$ cat src/smc_pkg.sv
// Purpose: Shared constants and types for the supply monitor control registers.
// Assumes: 32-bit Avalon-MM register bus, 100 MHz mclk.
// Notes: Offsets are byte addresses.
package smc_pkg;
   localparam logic [7:0] SMC_OFF_MON = 8'h34;
   localparam logic [7:0] SMC_OFF_REG = 8'h3c;
   localparam logic [7:0] SMC_OFF_REF = 8'h40;
   localparam logic [7:0] SMC_OFF_WP = 8'h00;
   localparam int SMC_LVL_LO = 16;
   localparam int SMC_LVL_W = 6;
   localparam int SMC_PSEL_LO = 12;
   localparam int SMC_PSEL_W = 4;
   localparam int SMC_CEN_BIT = 9;
   localparam int SMC_MODE_BIT = 8;
   localparam int SMC_STBY_BIT = 6;
   localparam int SMC_ACT_LO = 3;
   localparam int SMC_THRESHOLD_HYSTERESIS_BIT = 2;
   localparam int SMC_EN_BIT = 1;
   localparam int SMC_HDRV_BIT = 13;
   localparam int SMC_RSTBY_BIT = 6;
   localparam int SMC_TRIM_LO = 16;
   localparam int SMC_TRIM_W = 11;
   localparam int SMC_BGADC_BIT = 2;
   localparam logic [1:0] SMC_ACT_NONE = 2'h0;
   localparam logic [1:0] SMC_ACT_RESET = 2'h1;
   localparam logic [1:0] SMC_ACT_IRQ = 2'h2;
   localparam int SMC_CLK_HZ = 100000000;
   localparam int SMC_ULP_HZ = 1000;
   localparam int SMC_ULP_DIV = SMC_CLK_HZ / SMC_ULP_HZ;
   localparam int SMC_SYNC_STAGES = 2;
   localparam logic [31:0] SMC_WP_KEY_OFF = 32'h0000_0000;
   localparam logic [31:0] SMC_BUS_ZERO = 32'h0000_0000;
endpackage : smc_pkg

$ cat src/smc_cfg_if.sv
// Purpose: Carries the live monitor settings from register side to sampler.
// Assumes: Single clock domain.
// Notes: Settings here are already synchronised.
`timescale 1ns/1ps
`default_nettype none
interface smc_cfg_if;
   logic enable;
   logic sampled;
   logic clk_on;
   logic [3:0] psel;
   logic [1:0] action;
   logic clk_stable;
   logic below_evt;
   modport ctrl (output enable, output sampled, output clk_on, output psel, output action,
      input clk_stable, input below_evt);
   modport mon (input enable, input sampled, input clk_on, input psel, input action,
      output clk_stable, output below_evt);
endinterface : smc_cfg_if
`default_nettype wire

$ cat src/smc_regs.sv
// Purpose: Supply monitor, regulator and reference control registers.
// Assumes: Avalon-MM slave, one wait cycle on every access.
// Notes: Flash-loaded fields are captured from strap inputs after reset release.
`timescale 1ns/1ps
`default_nettype none
// What this block does
// - Threshold level field at bits 21:16.
// - Level, action, hysteresis, enable load from flash.
// - Prescaler divides by two to (code+1).
// - Prescaler input is 1 kHz oscillator.
// - Sample clock enable bit starts/stops clock.
// - Sample clock enable bit reads actual clock stability.
// - Mode bit selects continuous or sampled.
// - Standby bit keeps monitor in standby.
// - Action field selects none, reset, interrupt.
// - Hysteresis bit enables threshold hysteresis.
// - Enable bit turns detector on.
// - Monitor register write-protected and synchronised.
// - Force bit selects standby high drive.
// - Regulator standby bit keeps normal configuration.
// - Eleven-bit trim loaded from calibration flash.
// - Output enable routes bandgap to ADC.
module smc_regs
   import smc_pkg::*;
#(
   parameter int ULP_DIV = SMC_ULP_DIV
) (
   input wire logic mclk,
   input wire logic reset,
   input wire logic [7:0] avs_address,
   input wire logic avs_read,
   input wire logic avs_write,
   input wire logic [31:0] avs_writedata,
   input wire logic [3:0] avs_byteenable,
   output logic [31:0] avs_readdata,
   output logic avs_waitrequest,
   output logic avs_response_err,
   input wire logic [5:0] flash_level,
   input wire logic [1:0] flash_action,
   input wire logic flash_threshold_hysteresis,
   input wire logic flash_enable,
   input wire logic [10:0] flash_trim,
   input wire logic in_standby,
   input wire logic below_thr,
   output logic mon_active,
   output logic [5:0] mon_level,
   output logic mon_threshold_hysteresis,
   output logic mon_reset_req,
   output logic mon_irq,
   output logic standby_high_drive,
   output logic regulator_normal_stby,
   output logic [10:0] bandgap_trim,
   output logic bandgap_to_adc
);
   typedef struct packed {
      logic loaded;
      logic wp;
      logic ack;
      logic err;
      logic [31:0] rdata;
      logic [5:0] level;
      logic [3:0] psel;
      logic clk_on;
      logic sampled;
      logic keep_in_standby;
      logic [1:0] action;
      logic threshold_hysteresis;
      logic enable;
      logic [SMC_SYNC_STAGES-1:0] wr_pipe;
      logic [31:0] shadow;
      logic high_drive;
      logic reg_stby;
      logic [10:0] trim;
      logic bg_adc;
      logic [16:0] ulp_cnt;
      logic ulp_tick;
      logic rst_req;
      logic irq;
   } smc_regs_t;
   smc_regs_t s_r;
   smc_regs_t s_nxt;
   smc_cfg_if cfg ();
   logic req;
   logic wr_ok;
   logic [31:0] wmask;
   logic [31:0] merged;
   logic [31:0] mon_word;
   logic [16:0] ulp_lim;
   logic [5:0] shadow_level;
   logic [3:0] shadow_psel;
   assign ulp_lim = 17'(ULP_DIV - 1);
   // Fields of the pending monitor write, watched by the crossing assertions below.
   assign shadow_level = s_r.shadow[SMC_LVL_LO +: SMC_LVL_W];
   assign shadow_psel = s_r.shadow[SMC_PSEL_LO +: SMC_PSEL_W];
   assign req = (avs_read || avs_write) && !s_r.ack;
   always_comb begin
      for (int i = 0; i < 4; i++) begin
         wmask[i*8 +: 8] = {8{avs_byteenable[i]}};
      end
      mon_word = SMC_BUS_ZERO;
      mon_word[SMC_LVL_LO +: SMC_LVL_W] = s_r.level;
      mon_word[SMC_PSEL_LO +: SMC_PSEL_W] = s_r.psel;
      mon_word[SMC_CEN_BIT] = cfg.clk_stable;
      mon_word[SMC_MODE_BIT] = s_r.sampled;
      mon_word[SMC_STBY_BIT] = s_r.keep_in_standby;
      mon_word[SMC_ACT_LO +: 2] = s_r.action;
      mon_word[SMC_THRESHOLD_HYSTERESIS_BIT] = s_r.threshold_hysteresis;
      mon_word[SMC_EN_BIT] = s_r.enable;
   end
   always_comb begin
      s_nxt = s_r;
      s_nxt.ack = req;
      s_nxt.err = 1'b0;
      s_nxt.ulp_tick = 1'b0;
      s_nxt.rst_req = 1'b0;
      wr_ok = 1'b0;
      merged = SMC_BUS_ZERO;
      s_nxt.wr_pipe = {s_r.wr_pipe[SMC_SYNC_STAGES-2:0], 1'b0};
      // Flash straps are caught one cycle after reset release, never under reset.
      if (!s_r.loaded) begin
         s_nxt.loaded = 1'b1;
         s_nxt.level = flash_level;
         s_nxt.action = flash_action;
         s_nxt.threshold_hysteresis = flash_threshold_hysteresis;
         s_nxt.enable = flash_enable;
         s_nxt.trim = flash_trim;
      end
      if (s_r.ulp_cnt >= ulp_lim) begin
         s_nxt.ulp_cnt = '0;
         s_nxt.ulp_tick = 1'b1;
      end else begin
         s_nxt.ulp_cnt = s_r.ulp_cnt + 17'h00001;
      end
      if (req && avs_write) begin
         wr_ok = !s_r.wp;
         unique case (avs_address)
            SMC_OFF_WP: begin
               s_nxt.wp = avs_writedata[0];
            end
            SMC_OFF_MON: begin
               merged = (avs_writedata & wmask) | (mon_word & ~wmask);
               if (wr_ok) begin
                  s_nxt.shadow = merged;
                  s_nxt.wr_pipe[0] = 1'b1;
               end
            end
            SMC_OFF_REG: begin
               if (wr_ok) begin
                  if (avs_byteenable[1]) begin
                     s_nxt.high_drive = avs_writedata[SMC_HDRV_BIT];
                  end
                  if (avs_byteenable[0]) begin
                     s_nxt.reg_stby = avs_writedata[SMC_RSTBY_BIT];
                  end
               end
            end
            SMC_OFF_REF: begin
               if (wr_ok) begin
                  merged = (avs_writedata & wmask);
                  if (avs_byteenable[2] && avs_byteenable[3]) begin
                     s_nxt.trim = merged[SMC_TRIM_LO +: SMC_TRIM_W];
                  end
                  if (avs_byteenable[0]) begin
                     s_nxt.bg_adc = avs_writedata[SMC_BGADC_BIT];
                  end
               end
            end
            default: s_nxt.err = 1'b1;
         endcase
      end
      // The synchronised copy takes effect only after the write has crossed over.
      if (s_r.wr_pipe[SMC_SYNC_STAGES-1]) begin
         s_nxt.level = s_r.shadow[SMC_LVL_LO +: SMC_LVL_W];
         s_nxt.psel = s_r.shadow[SMC_PSEL_LO +: SMC_PSEL_W];
         s_nxt.clk_on = s_r.shadow[SMC_CEN_BIT];
         s_nxt.sampled = s_r.shadow[SMC_MODE_BIT];
         s_nxt.keep_in_standby = s_r.shadow[SMC_STBY_BIT];
         s_nxt.action = s_r.shadow[SMC_ACT_LO +: 2];
         s_nxt.threshold_hysteresis = s_r.shadow[SMC_THRESHOLD_HYSTERESIS_BIT];
         s_nxt.enable = s_r.shadow[SMC_EN_BIT];
      end
      if (req && avs_read) begin
         unique case (avs_address)
            SMC_OFF_WP: s_nxt.rdata = {31'h00000000, s_r.wp};
            SMC_OFF_MON: s_nxt.rdata = mon_word;
            SMC_OFF_REG: begin
               s_nxt.rdata = SMC_BUS_ZERO;
               s_nxt.rdata[SMC_HDRV_BIT] = s_r.high_drive;
               s_nxt.rdata[SMC_RSTBY_BIT] = s_r.reg_stby;
            end
            SMC_OFF_REF: begin
               s_nxt.rdata = SMC_BUS_ZERO;
               s_nxt.rdata[SMC_TRIM_LO +: SMC_TRIM_W] = s_r.trim;
               s_nxt.rdata[SMC_BGADC_BIT] = s_r.bg_adc;
            end
            default: begin
               s_nxt.rdata = SMC_BUS_ZERO;
               s_nxt.err = 1'b1;
            end
         endcase
      end
      // Reserved action code 3 does nothing, like code 0.
      if (cfg.below_evt && mon_active) begin
         s_nxt.rst_req = (s_r.action == SMC_ACT_RESET);
         s_nxt.irq = (s_r.action == SMC_ACT_IRQ);
      end else begin
         s_nxt.irq = 1'b0;
      end
   end
   always_ff @(posedge mclk) begin
      if (reset) begin
         s_r <= '0;
      end else begin
         s_r <= s_nxt;
      end
   end
   assign cfg.enable = mon_active;
   assign cfg.sampled = s_r.sampled;
   assign cfg.clk_on = s_r.clk_on;
   assign cfg.psel = s_r.psel;
   assign cfg.action = s_r.action;
   assign mon_active = s_r.enable && (!in_standby || s_r.keep_in_standby);
   assign mon_level = s_r.level;
   assign mon_threshold_hysteresis = s_r.threshold_hysteresis;
   assign mon_reset_req = s_r.rst_req;
   assign mon_irq = s_r.irq;
   assign standby_high_drive = s_r.high_drive;
   assign regulator_normal_stby = s_r.reg_stby;
   assign bandgap_trim = s_r.trim;
   assign bandgap_to_adc = s_r.bg_adc;
   assign avs_waitrequest = !s_r.ack;
   assign avs_readdata = s_r.rdata;
   assign avs_response_err = s_r.err;
   smc_sampler u_smc_sampler (
      .mclk(mclk),
      .reset(reset),
      .ulp_tick(s_r.ulp_tick),
      .below_thr(below_thr),
      .cfg(cfg)
   );
   wp_block_a: assert property (@(posedge mclk) disable iff (reset)
      (req && avs_write && s_r.wp && avs_address == SMC_OFF_REF) |=> $stable(bandgap_trim))
      else $error("protected write changed trim");
   sync_delay_a: assert property (@(posedge mclk) disable iff (reset)
      (req && avs_write && !s_r.wp && avs_address == SMC_OFF_MON && s_r.loaded
       && !s_r.wr_pipe[0] && !s_r.wr_pipe[SMC_SYNC_STAGES-1] && !s_r.enable)
      |=> !s_r.enable) else $error("monitor write took effect early");
   act_reset_a: assert property (@(posedge mclk) disable iff (reset)
      mon_reset_req |-> $past(s_r.action) == SMC_ACT_RESET)
      else $error("reset without reset action");
   act_irq_a: assert property (@(posedge mclk) disable iff (reset)
      mon_irq |-> $past(s_r.action) == SMC_ACT_IRQ && $past(cfg.below_evt))
      else $error("interrupt without cause");
   // Checked on the actions, since the active flag itself is a plain product of its terms.
   stby_off_a: assert property (@(posedge mclk) disable iff (reset)
      (in_standby && !s_r.keep_in_standby) |=> !mon_irq && !mon_reset_req)
      else $error("monitor acted in standby");
   bus_wait_a: assert property (@(posedge mclk) disable iff (reset)
      (avs_read || avs_write) && avs_waitrequest |=> !avs_waitrequest)
      else $error("slave did not answer in one cycle");
   reg_drive_a: assert property (@(posedge mclk) disable iff (reset)
      (req && avs_write && !s_r.wp && avs_address == SMC_OFF_REG && avs_byteenable[1])
      |=> standby_high_drive == $past(avs_writedata[SMC_HDRV_BIT]))
      else $error("high drive bit not written");
   bg_route_a: assert property (@(posedge mclk) disable iff (reset)
      (req && avs_write && !s_r.wp && avs_address == SMC_OFF_REF && avs_byteenable[0])
      |=> bandgap_to_adc == $past(avs_writedata[SMC_BGADC_BIT]))
      else $error("bandgap route bit not written");
   // Straps land at the first edge after reset release.
   strap_load_a: assert property (@(posedge mclk) disable iff (reset)
      !s_r.loaded |=> mon_level == $past(flash_level) && bandgap_trim == $past(flash_trim)
      && mon_threshold_hysteresis == $past(flash_threshold_hysteresis))
      else $error("straps not loaded");
   sync_level_a: assert property (@(posedge mclk) disable iff (reset)
      s_r.wr_pipe[SMC_SYNC_STAGES-1] |=> mon_level == $past(shadow_level))
      else $error("level not applied after crossing");
   sync_psel_a: assert property (@(posedge mclk) disable iff (reset)
      s_r.wr_pipe[SMC_SYNC_STAGES-1] |=> cfg.psel == $past(shadow_psel))
      else $error("prescaler not applied after crossing");
   wp_reg_a: assert property (@(posedge mclk) disable iff (reset)
      (req && avs_write && s_r.wp && avs_address == SMC_OFF_REG)
      |=> $stable(standby_high_drive) && $stable(regulator_normal_stby))
      else $error("protected write changed regulator");
   wp_mon_a: assert property (@(posedge mclk) disable iff (reset)
      (req && avs_write && s_r.wp && avs_address == SMC_OFF_MON) |=> !s_r.wr_pipe[0])
      else $error("protected write entered the crossing");
   // A partial trim write would leave a trim that no flash row ever held.
   trim_pair_a: assert property (@(posedge mclk) disable iff (reset)
      (req && avs_write && !s_r.wp && avs_address == SMC_OFF_REF && s_r.loaded
       && !(avs_byteenable[2] && avs_byteenable[3])) |=> $stable(bandgap_trim))
      else $error("trim changed by partial write");
   act_none_a: assert property (@(posedge mclk) disable iff (reset)
      (s_r.action == SMC_ACT_NONE) |=> !mon_reset_req && !mon_irq)
      else $error("action raised with no action set");
   off_quiet_a: assert property (@(posedge mclk) disable iff (reset)
      !mon_active |=> !mon_reset_req && !mon_irq)
      else $error("action raised while monitor off");
endmodule : smc_regs
`default_nettype wire

$ cat src/smc_sampler.sv
// Purpose: Prescaled sampling of the threshold comparator.
// Assumes: ulp_tick is a one-cycle pulse at the 1 kHz rate.
// Notes: Sample clock runs only while clk_on is set.
`timescale 1ns/1ps
`default_nettype none
module smc_sampler
   import smc_pkg::*;
(
   input wire logic mclk,
   input wire logic reset,
   input wire logic ulp_tick,
   input wire logic below_thr,
   smc_cfg_if.mon cfg
);
   typedef struct packed {
      logic [15:0] cnt;
      logic stable;
      logic evt;
   } smc_smp_t;
   smc_smp_t s_r;
   smc_smp_t s_nxt;
   logic smp_tick;
   logic [15:0] lim;
   always_comb begin
      lim = 16'((32'h2 << cfg.psel) - 32'h1);
      smp_tick = 1'b0;
      s_nxt = s_r;
      s_nxt.evt = 1'b0;
      if (cfg.clk_on && ulp_tick) begin
         s_nxt.stable = 1'b1;
         if (s_r.cnt >= lim) begin
            s_nxt.cnt = 16'h0000;
            smp_tick = 1'b1;
         end else begin
            s_nxt.cnt = s_r.cnt + 16'h0001;
         end
      end else if (!cfg.clk_on && ulp_tick) begin
         s_nxt.stable = 1'b0;
         s_nxt.cnt = 16'h0000;
      end
      if (cfg.enable) begin
         if (cfg.sampled) begin
            s_nxt.evt = smp_tick && s_r.stable && below_thr;
         end else begin
            s_nxt.evt = below_thr;
         end
      end
   end
   always_ff @(posedge mclk) begin
      if (reset) begin
         s_r <= '0;
      end else begin
         s_r <= s_nxt;
      end
   end
   assign cfg.clk_stable = s_r.stable;
   assign cfg.below_evt = s_r.evt;
   off_no_evt_a: assert property (@(posedge mclk) disable iff (reset)
      !cfg.enable |=> !cfg.below_evt) else $error("event while monitor off");
   smp_evt_a: assert property (@(posedge mclk) disable iff (reset)
      (cfg.enable && cfg.sampled && !smp_tick) |=> !cfg.below_evt)
      else $error("sampled event without sample tick");
   cont_evt_a: assert property (@(posedge mclk) disable iff (reset)
      (cfg.enable && !cfg.sampled && below_thr) |=> cfg.below_evt)
      else $error("continuous mode missed a low supply");
   clk_start_a: assert property (@(posedge mclk) disable iff (reset)
      (cfg.clk_on && ulp_tick) |=> cfg.clk_stable)
      else $error("sample clock did not start");
   clk_stop_a: assert property (@(posedge mclk) disable iff (reset)
      (!cfg.clk_on && ulp_tick) |=> !cfg.clk_stable)
      else $error("sample clock did not stop");
endmodule : smc_sampler
`default_nettype wire

$ cat config.mk
export PLATFORM = sky130hd
export DESIGN_NAME = smc_regs
export DESIGN_NICKNAME = d
export VERILOG_FILES = /design/src/smc_pkg.sv /design/src/smc_cfg_if.sv /design/src/smc_regs.sv /design/src/smc_sampler.sv
export SDC_FILE = /design/constraint.sdc
export NUM_CORES = 1
export LEC_CHECK = 0
export BUFFER_PORTS_ARGS = -buffer_cell sky130_fd_sc_hd__buf_2
export CORE_MARGIN = 5
export CORE_UTILIZATION = 25
export CTS_CLUSTER_DIAMETER = 100
export DETAILED_ROUTE_END_ITERATION = 10
export SETUP_SLACK_MARGIN = 0.1
export SYNTH_ARGS = -nofsm -noshare
export SYNTH_HDL_FRONTEND = slang
export SYNTH_HIERARCHICAL = 1
export SYNTH_SLANG_ARGS = --single-unit
$ cat constraint.sdc
create_clock -name mclk -period 6.2 [get_ports mclk]
set_input_delay 0.62 -clock mclk [delete_from_list [all_inputs] [get_ports mclk]]
set_output_delay 0.62 -clock mclk [all_outputs]
set_load 0.02 [all_outputs]
---- Word level (Yosys, flattened, before mapping) ----
Index checks and enable logic that the tools add are counted.
storage, ports and cells
  bits in registers ....................... 139
  input port bits ......................... 71
  output and inout bits ................... 58
  logic and storage cells ................. 108
cells by class
  $add $sub $neg .......................... 3
  magnitude comparators ................... 2
  equality and inequality tests ........... 6
  shift operators ......................... 1
  mux-type cells .......................... 33
  bitwise gates (word level) .............. 9
  reduce and logical (&&, ||, !) cells .... 27
operator list
  operator                                                               count
  121-bit 2-to-1 mux                                                     1
  27-bit one-hot mux with 4 select lines                                 1
  33-bit 2-to-1 mux                                                      3
  17-bit 2-to-1 mux                                                      4
  47-bit 2-to-1 mux                                                      1
  22-bit by 32-bit bitwise AND with 32-bit output                        1
  32-bit bitwise AND                                                     1
  32-bit NOT                                                             1
  32-bit OR                                                              1
  12-bit 2-to-1 mux                                                      2
  11-bit 2-to-1 mux                                                      2
  17-bit by 1-bit adder with 17-bit output, second input constant        1
  17-bit greater-or-equal comparator, second input constant              1
  16-bit by 1-bit adder with 16-bit output, second input constant        1
  8-bit by 6-bit equality test with 1-bit output, second input constant  2
  16-bit greater-or-equal comparator                                     1
  16-bit 2-to-1 mux                                                      1
  2-bit by 4-bit << shifter with 16-bit output, first input constant     1
  16-bit by 1-bit subtractor with 16-bit output, second input constant   1
  1-bit 2-to-1 mux                                                       14
  4-bit AND reduction                                                    3
  1-bit logical AND                                                      10
  8-bit by 7-bit equality test with 1-bit output, second input constant  1
  8-bit logical NOT                                                      1
  other kinds (15)                                                       25

---- Logic depth before layout (Yosys ltp) ----
  word-level depth ........................ 8
  mapped depth ............................ 15

---- Cells and area by module ----
The synthesis kept the hierarchy.
by module, submodules not included
  module       instances  cells each  area an instance (um2)  seq. area each (um2)
  smc_regs     1          508         4586.9                  1941.9
  smc_sampler  1          186         1470.2                  360.3

---- Worst setup path before layout ----
No wires, ideal clock.
  path type ............................... register to register
  start point ............................. register s_r (netlist bit cfg.psel[2])
  end point ............................... register u_smc_sampler/s_r[6] in the netlist's numbering
  arrival time ............................ 2.789 ns
  data required time ...................... 6.107 ns
  slack ................................... 3.318 ns
  stages on the path, launching flop included .. 13
  buffers on the path ..................... 2
  period minus slack after synthesis ...... 2.882 ns
  path through ............................ dfxtp_1 > clkbuf_1 > nand3b_1 > ha_1 > clkbuf_1 > a21oi_1 > o21a_1 > ha_1 > a41oi_2 > o21ai_0 > a22oi_2 > nand2_2 > o311ai_2
on the way
  word-level cells in the longest chain between the ends .. 5
ends and longest elaborated chain
  item                                           line               text
  start: declaration                             smc_regs.sv:80     smc_regs_t s_r;
  start signal: assignment                       smc_regs.sv:214    s_r <= s_nxt;
  2-bit by 4-bit << shifter with 16-bit output   smc_sampler.sv:25  lim = 16'((32'h2 << cfg.psel) - 32'h1);
  16-bit by 1-bit subtractor with 16-bit output  smc_sampler.sv:25
  16-bit greater-or-equal comparator             smc_sampler.sv:31  if (s_r.cnt >= lim) begin
  16-bit 2-to-1 mux                              smc_sampler.sv:31
  17-bit 2-to-1 mux                              smc_sampler.sv:29  if (cfg.clk_on && ulp_tick) begin
  end signal: assignment                         smc_sampler.sv:53  s_r <= s_nxt;
  end: declaration                               smc_sampler.sv:20  smc_smp_t s_r;
Every way passes these cells.
A chain may end at the register's enable or synchronous reset.

---- Final worst setup path ----
  start point ............................. register s_r (netlist bit cfg.psel[3])
  end point ............................... register u_smc_sampler/s_r[6] in the netlist's numbering
The elaborated chain is that of the path after synthesis.

==> implementation parameters <==
Parameter                              Value

Min path
  Worst Hold Class ... reg2reg

Finish
  Number of nets in the finished design ... ~840
  Count of filler cells inserted in the layout ... roughly 2700
  Growth of design area from synthesis to finish ... 17.10%
  Share of final-layout standard cells stronger than drive strength 1 ... between 20% and 30%

GRT
  Grt ovf ... 0
  Initial antenna violation count ... 5
  Via count of the first global-routing pass ... about 4800
  Largest net degree at the start of global routing ... 90
  Wire length of the first global-routing pass ... between 20000 and 30000 µm
  Overall fraction of global-route tracks in use ... a little under an eighth

Critical path
  Slowest stage delay, CP ... 0.69 ns
  Series of cell instances along the critical path ... nor2_1 > nand3b_1 > ha_1 > nor3_1 > a21oi_1 > o22a_1 > ha_1 > a21oi_1 > o21bai_1 > nor4_4 > nand2_2 > o311ai_2
  Critical path arrival ... ~4.0 ns
  Worst endpoint required time ... 6.52 ns
  Slowest stage cell, crit path ... sky130_fd_sc_hd__nor4_4
  Crit path max fanout ... 17
  CP Capture Type ... flop
  Category of the critical setup timing path ... reg2reg
  Critical Path Source Type ... flop

STA
  Ratio of final minimum period to clock period ... around three fifths
  Slew at the pin closest to its max-slew limit ... between 1 and 1.5 ns
  Worst path setup slack after routing ... ~2.5 ns
  # setup viols final ... 0
  Shortest period the worst path allows ... roughly 3.7 ns
  Worst clock skew ... 0.007298 ns
  Maximum achievable frequency ... ~0.27 GHz
  Fin. Hold Viols ... 0
  Number of max-slew violations in the final report ... 0
  Final worst hold slack ... around 0.44 ns
  Max-Slew Margin vs Limit ... 19.32%
  Post-route setup TNS ... 0 ns
  Setup repair after global routing missed its margin ... false

Clock network
  Clock net sink count ... approximately 120
  H-Tree Level Count ... 4
  Clock root buffer ... sky130_fd_sc_hd__clkbuf_16
  # resized after CTS ... 0
  Number of buffers inserted by hold repair at cts ... 0
  Maximum clock path buffer count ... 2
  Number of buffers inserted to repair setup after CTS ... 0
  Clock transition at the registers of the reported paths ... roughly 0.060 ns
  TritonCTS buffer count ... 17
  TritonCTS clock tree ... yes
  Clock network latency to the later pin of the worst-skew pair ... about 0.41 ns

Power
  Power Density ... ~250 nW/µm²
  Peak ir drop on the vdd network ... 0.0001952 V
  Leakage power ... roughly 2.8 nW

Drt
  Vias per Instance ... between 4 and 5
  First-pass iteration count of the detailed router ... 4
  DRC viols ... 0
  Number of DRC markers in iteration 0 ... approximately 340
  Number of nets with antenna violations after routing ... 0
  Final wirelength ... about 16000 µm
  Wirelength per Cell ... roughly 15 µm
  Total via count in the routed design ... about 5000

Floorplan
  Die Ht ... about 170 µm
  Number of placement rows ... 57
  Die X-Extent ... 165.7 µm
  Std-Cell Core Area ... about 24000 µm²
  Io pins ... 129
  Die footprint ... 27440 µm²
  Starting Density ... between 20% and 30%

Status
  Run status ... finished clean

Logic synthesis
  Post-synthesis cell type with the largest combined area ... sky130_fd_sc_hd__dfxtp_1
  Commonest register cell after synthesis ... sky130_fd_sc_hd__dfxtp_1
  Mean Syn Cell Area ... 8.728 µm²
  Yosys warning total ... 6
  EDFF count, synth ... 0
  Area share of the leading cell type in the synthesized netlist ... roughly two fifths
  Cell area after technology mapping ... approximately 6100 µm²
  Part of the Yosys area used for sequential elements ... between 30% and 40%
  Number of register bits inferred by synthesis ... ~120
  Top cells by area, synth ... sky130_fd_sc_hd__dfxtp_1 (38%), sky130_fd_sc_hd__mux2i_1 (8.4%), sky130_fd_sc_hd__buf_4 (6.4%), sky130_fd_sc_hd__a211oi_1 (4.1%), sky130_fd_sc_hd__nor2_1 (3.9%)
  Share of flip-flops with an asynchronous set or reset ... 0%
  Number of unique standard cell types used by synthesis ... approximately 60
  Count of mapped cells out of synthesis ... 694

Placed design
  Port Buffer Count ... 110
  Worst setup timing slack at the placement stage ... 2.620 ns
  Routability Congestion ... just over 0.8
  Post-DP HPWL ... 11620 µm

Run
  Number of maximum-capacitance violations ... 0
==> logic make-up (layout without fill, tap and decap cells) <==
logic type / after synthesis / after routing / share of synthesized area [%]
adders and majority gates: 18 / 18 / 3.718
DFF: 115 / 115 / 38.01
other: 1 / 10 / 0.06191
xor gates and xnor gates: 20 / 20 / 2.892
and+or+nand+nor: 257 / 257 / 22.60
muxes: 52 / 52 / 8.614
AOI/OAI and AO/OA: 130 / 130 / 14.05
buffers and inverters: 101 / 160 / 10.06
==> where the power goes <==
group / internal (mW) / switching [mW] / leakage, nW
clock network: 0.532 / 0.380 / 0.263
registers: 0.751 / 0.0121 / 0.932
logic: 0.0440 / 0.0710 / 1.57
==> cells in the mapped netlist (2+ instances only) <==
| cell | n |
|---|---|
| sky130_fd_sc_hd__dlygate4sd3_1 | 2 |
| sky130_fd_sc_hd__and4b_1 | 3 |
| sky130_fd_sc_hd__o31ai_1 | 2 |
| sky130_fd_sc_hd__o211ai_1 | 2 |
| sky130_fd_sc_hd__and4_1 | 2 |
| sky130_fd_sc_hd__a211oi_1 | 33 |
| sky130_fd_sc_hd__mux2i_1 | 51 |
| sky130_fd_sc_hd__o21ai_0 | 24 |
| sky130_fd_sc_hd__nor2_1 | 63 |
| sky130_fd_sc_hd__and2_1 | 2 |
| sky130_fd_sc_hd__a31o_2 | 2 |
| sky130_fd_sc_hd__a22oi_1 | 7 |
| sky130_fd_sc_hd__nor4_1 | 4 |
| sky130_fd_sc_hd__a21oi_1 | 38 |
| sky130_fd_sc_hd__ha_1 | 18 |
| sky130_fd_sc_hd__nor3b_1 | 4 |
| sky130_fd_sc_hd__nand4_1 | 17 |
| sky130_fd_sc_hd__clkbuf_1 | 24 |
| sky130_fd_sc_hd__a31oi_1 | 9 |
| sky130_fd_sc_hd__and3_1 | 8 |
| sky130_fd_sc_hd__nor3_2 | 11 |
| sky130_fd_sc_hd__buf_1 | 6 |
| sky130_fd_sc_hd__o21a_1 | 2 |
| sky130_fd_sc_hd__or3_1 | 6 |
| sky130_fd_sc_hd__xnor2_1 | 8 |
| sky130_fd_sc_hd__nor3_1 | 28 |
| sky130_fd_sc_hd__buf_2 | 3 |
| sky130_fd_sc_hd__nor2b_1 | 4 |
| sky130_fd_sc_hd__dfxtp_1 | 115 |
| sky130_fd_sc_hd__or4_4 | 2 |
| sky130_fd_sc_hd__xor2_1 | 12 |
| sky130_fd_sc_hd__inv_1 | 12 |
| sky130_fd_sc_hd__nand3_1 | 38 |
| sky130_fd_sc_hd__buf_4 | 52 |
| sky130_fd_sc_hd__nand2_1 | 53 |
| sky130_fd_sc_hd__nand4b_1 | 2 |
==> flip-flops by register name (all words and copies together), names as in the netlist, 2 cells and up <==
| register | flops |
|---|---|
| avs_readdata | 23 |
| cfg.action | 2 |
| mon_word | 2 |
| s_r | 39 |
| u_smc_sampler/s_r | 16 |
| bandgap_trim | 11 |
| cfg.psel | 4 |
| mon_level | 6 |
==> critical path, delay by kind of cell, from the launching register on <==
kind / cells / cell delay, ns
AOI/OAI and AO/OA: 5 / 0.88
adders and majority gates: 2 / 0.64
DFF: 1 / 0.48
and+or+nand+nor: 5 / 1.54
==> placed cells by master, fill, tap and decap left out, drive strengths merged, types with 4 or more instances in the layout <==
cell      count
a21oi        38
a211oi       33
buf         116
xnor2         8
nand3        38
nand2        54
nor3         39
clkbuf       18
xor2         12
conb          9
and3          8
a31oi         9
a22oi         8
nor2         63
clkinvlp      4
dfxtp       115
o21ai        25
nor3b         4
inv          19
mux2i        51
nand4        18
or3           6
nor2b         4
nor4          5
ha           18
==> through the flow <==
| stage | instances | power, mW | cell area (µm²) | utilization (%) |
|---|---|---|---|---|
| 2_1_floorplan | 702 | 0.8592 | 6087 | - |
| 3_3_place_gp | 1053 | 0.8941 | 6531 | 27.09 |
| 3_5_place_dp | 1053 | 0.8952 | 6531 | 27.09 |
| 4_1_cts | 1085 | 1.812 | 7091 | 29.41 |
| 5_1_grt | 1086 | 1.860 | 7093 | 29.42 |
| 6_report | 1086 | 1.790 | 7093 | 29.42 |
==> metal layers <==
metal / global-route usage, % / share of wire (%)
met3: 3.575 / 5.1
met1: 14.56 / 46
met2: 18.25 / 47
met4: 4.770 / 2.3
met5: 0 / 0.35
==> worst paths after layout <==
kind | slack (ns) | to | cells past startpoint | startpoint
min reg2reg | 0.44 | s_r[67] | 1 | s_nxt[67]
max | 2.55 | u_smc_sampler/s_r[6] | 12 | cfg.psel[3]
max reg2reg | 2.55 | u_smc_sampler/s_r[6] | 12 | cfg.psel[3]
min | 0.44 | s_r[67] | 1 | s_nxt[67]
==> final cells by class <==
cell class / count / area [µm²] / share of cell area [%]
clock inverter: 14 / 120.1 / 1.693
antenna: 1 / 2.502 / 0.03528
multi-input combinational: 486 / 3181 / 44.84
sequential: 115 / 2302 / 32.46
clock buffer: 18 / 439.2 / 6.192
tap: 324 / 405.4 / 5.715
timing repair buffer: 116 / 598.1 / 8.432
inverter: 12 / 45.04 / 0.6350
No activity file was read; power rests on OpenSTA's default activity.
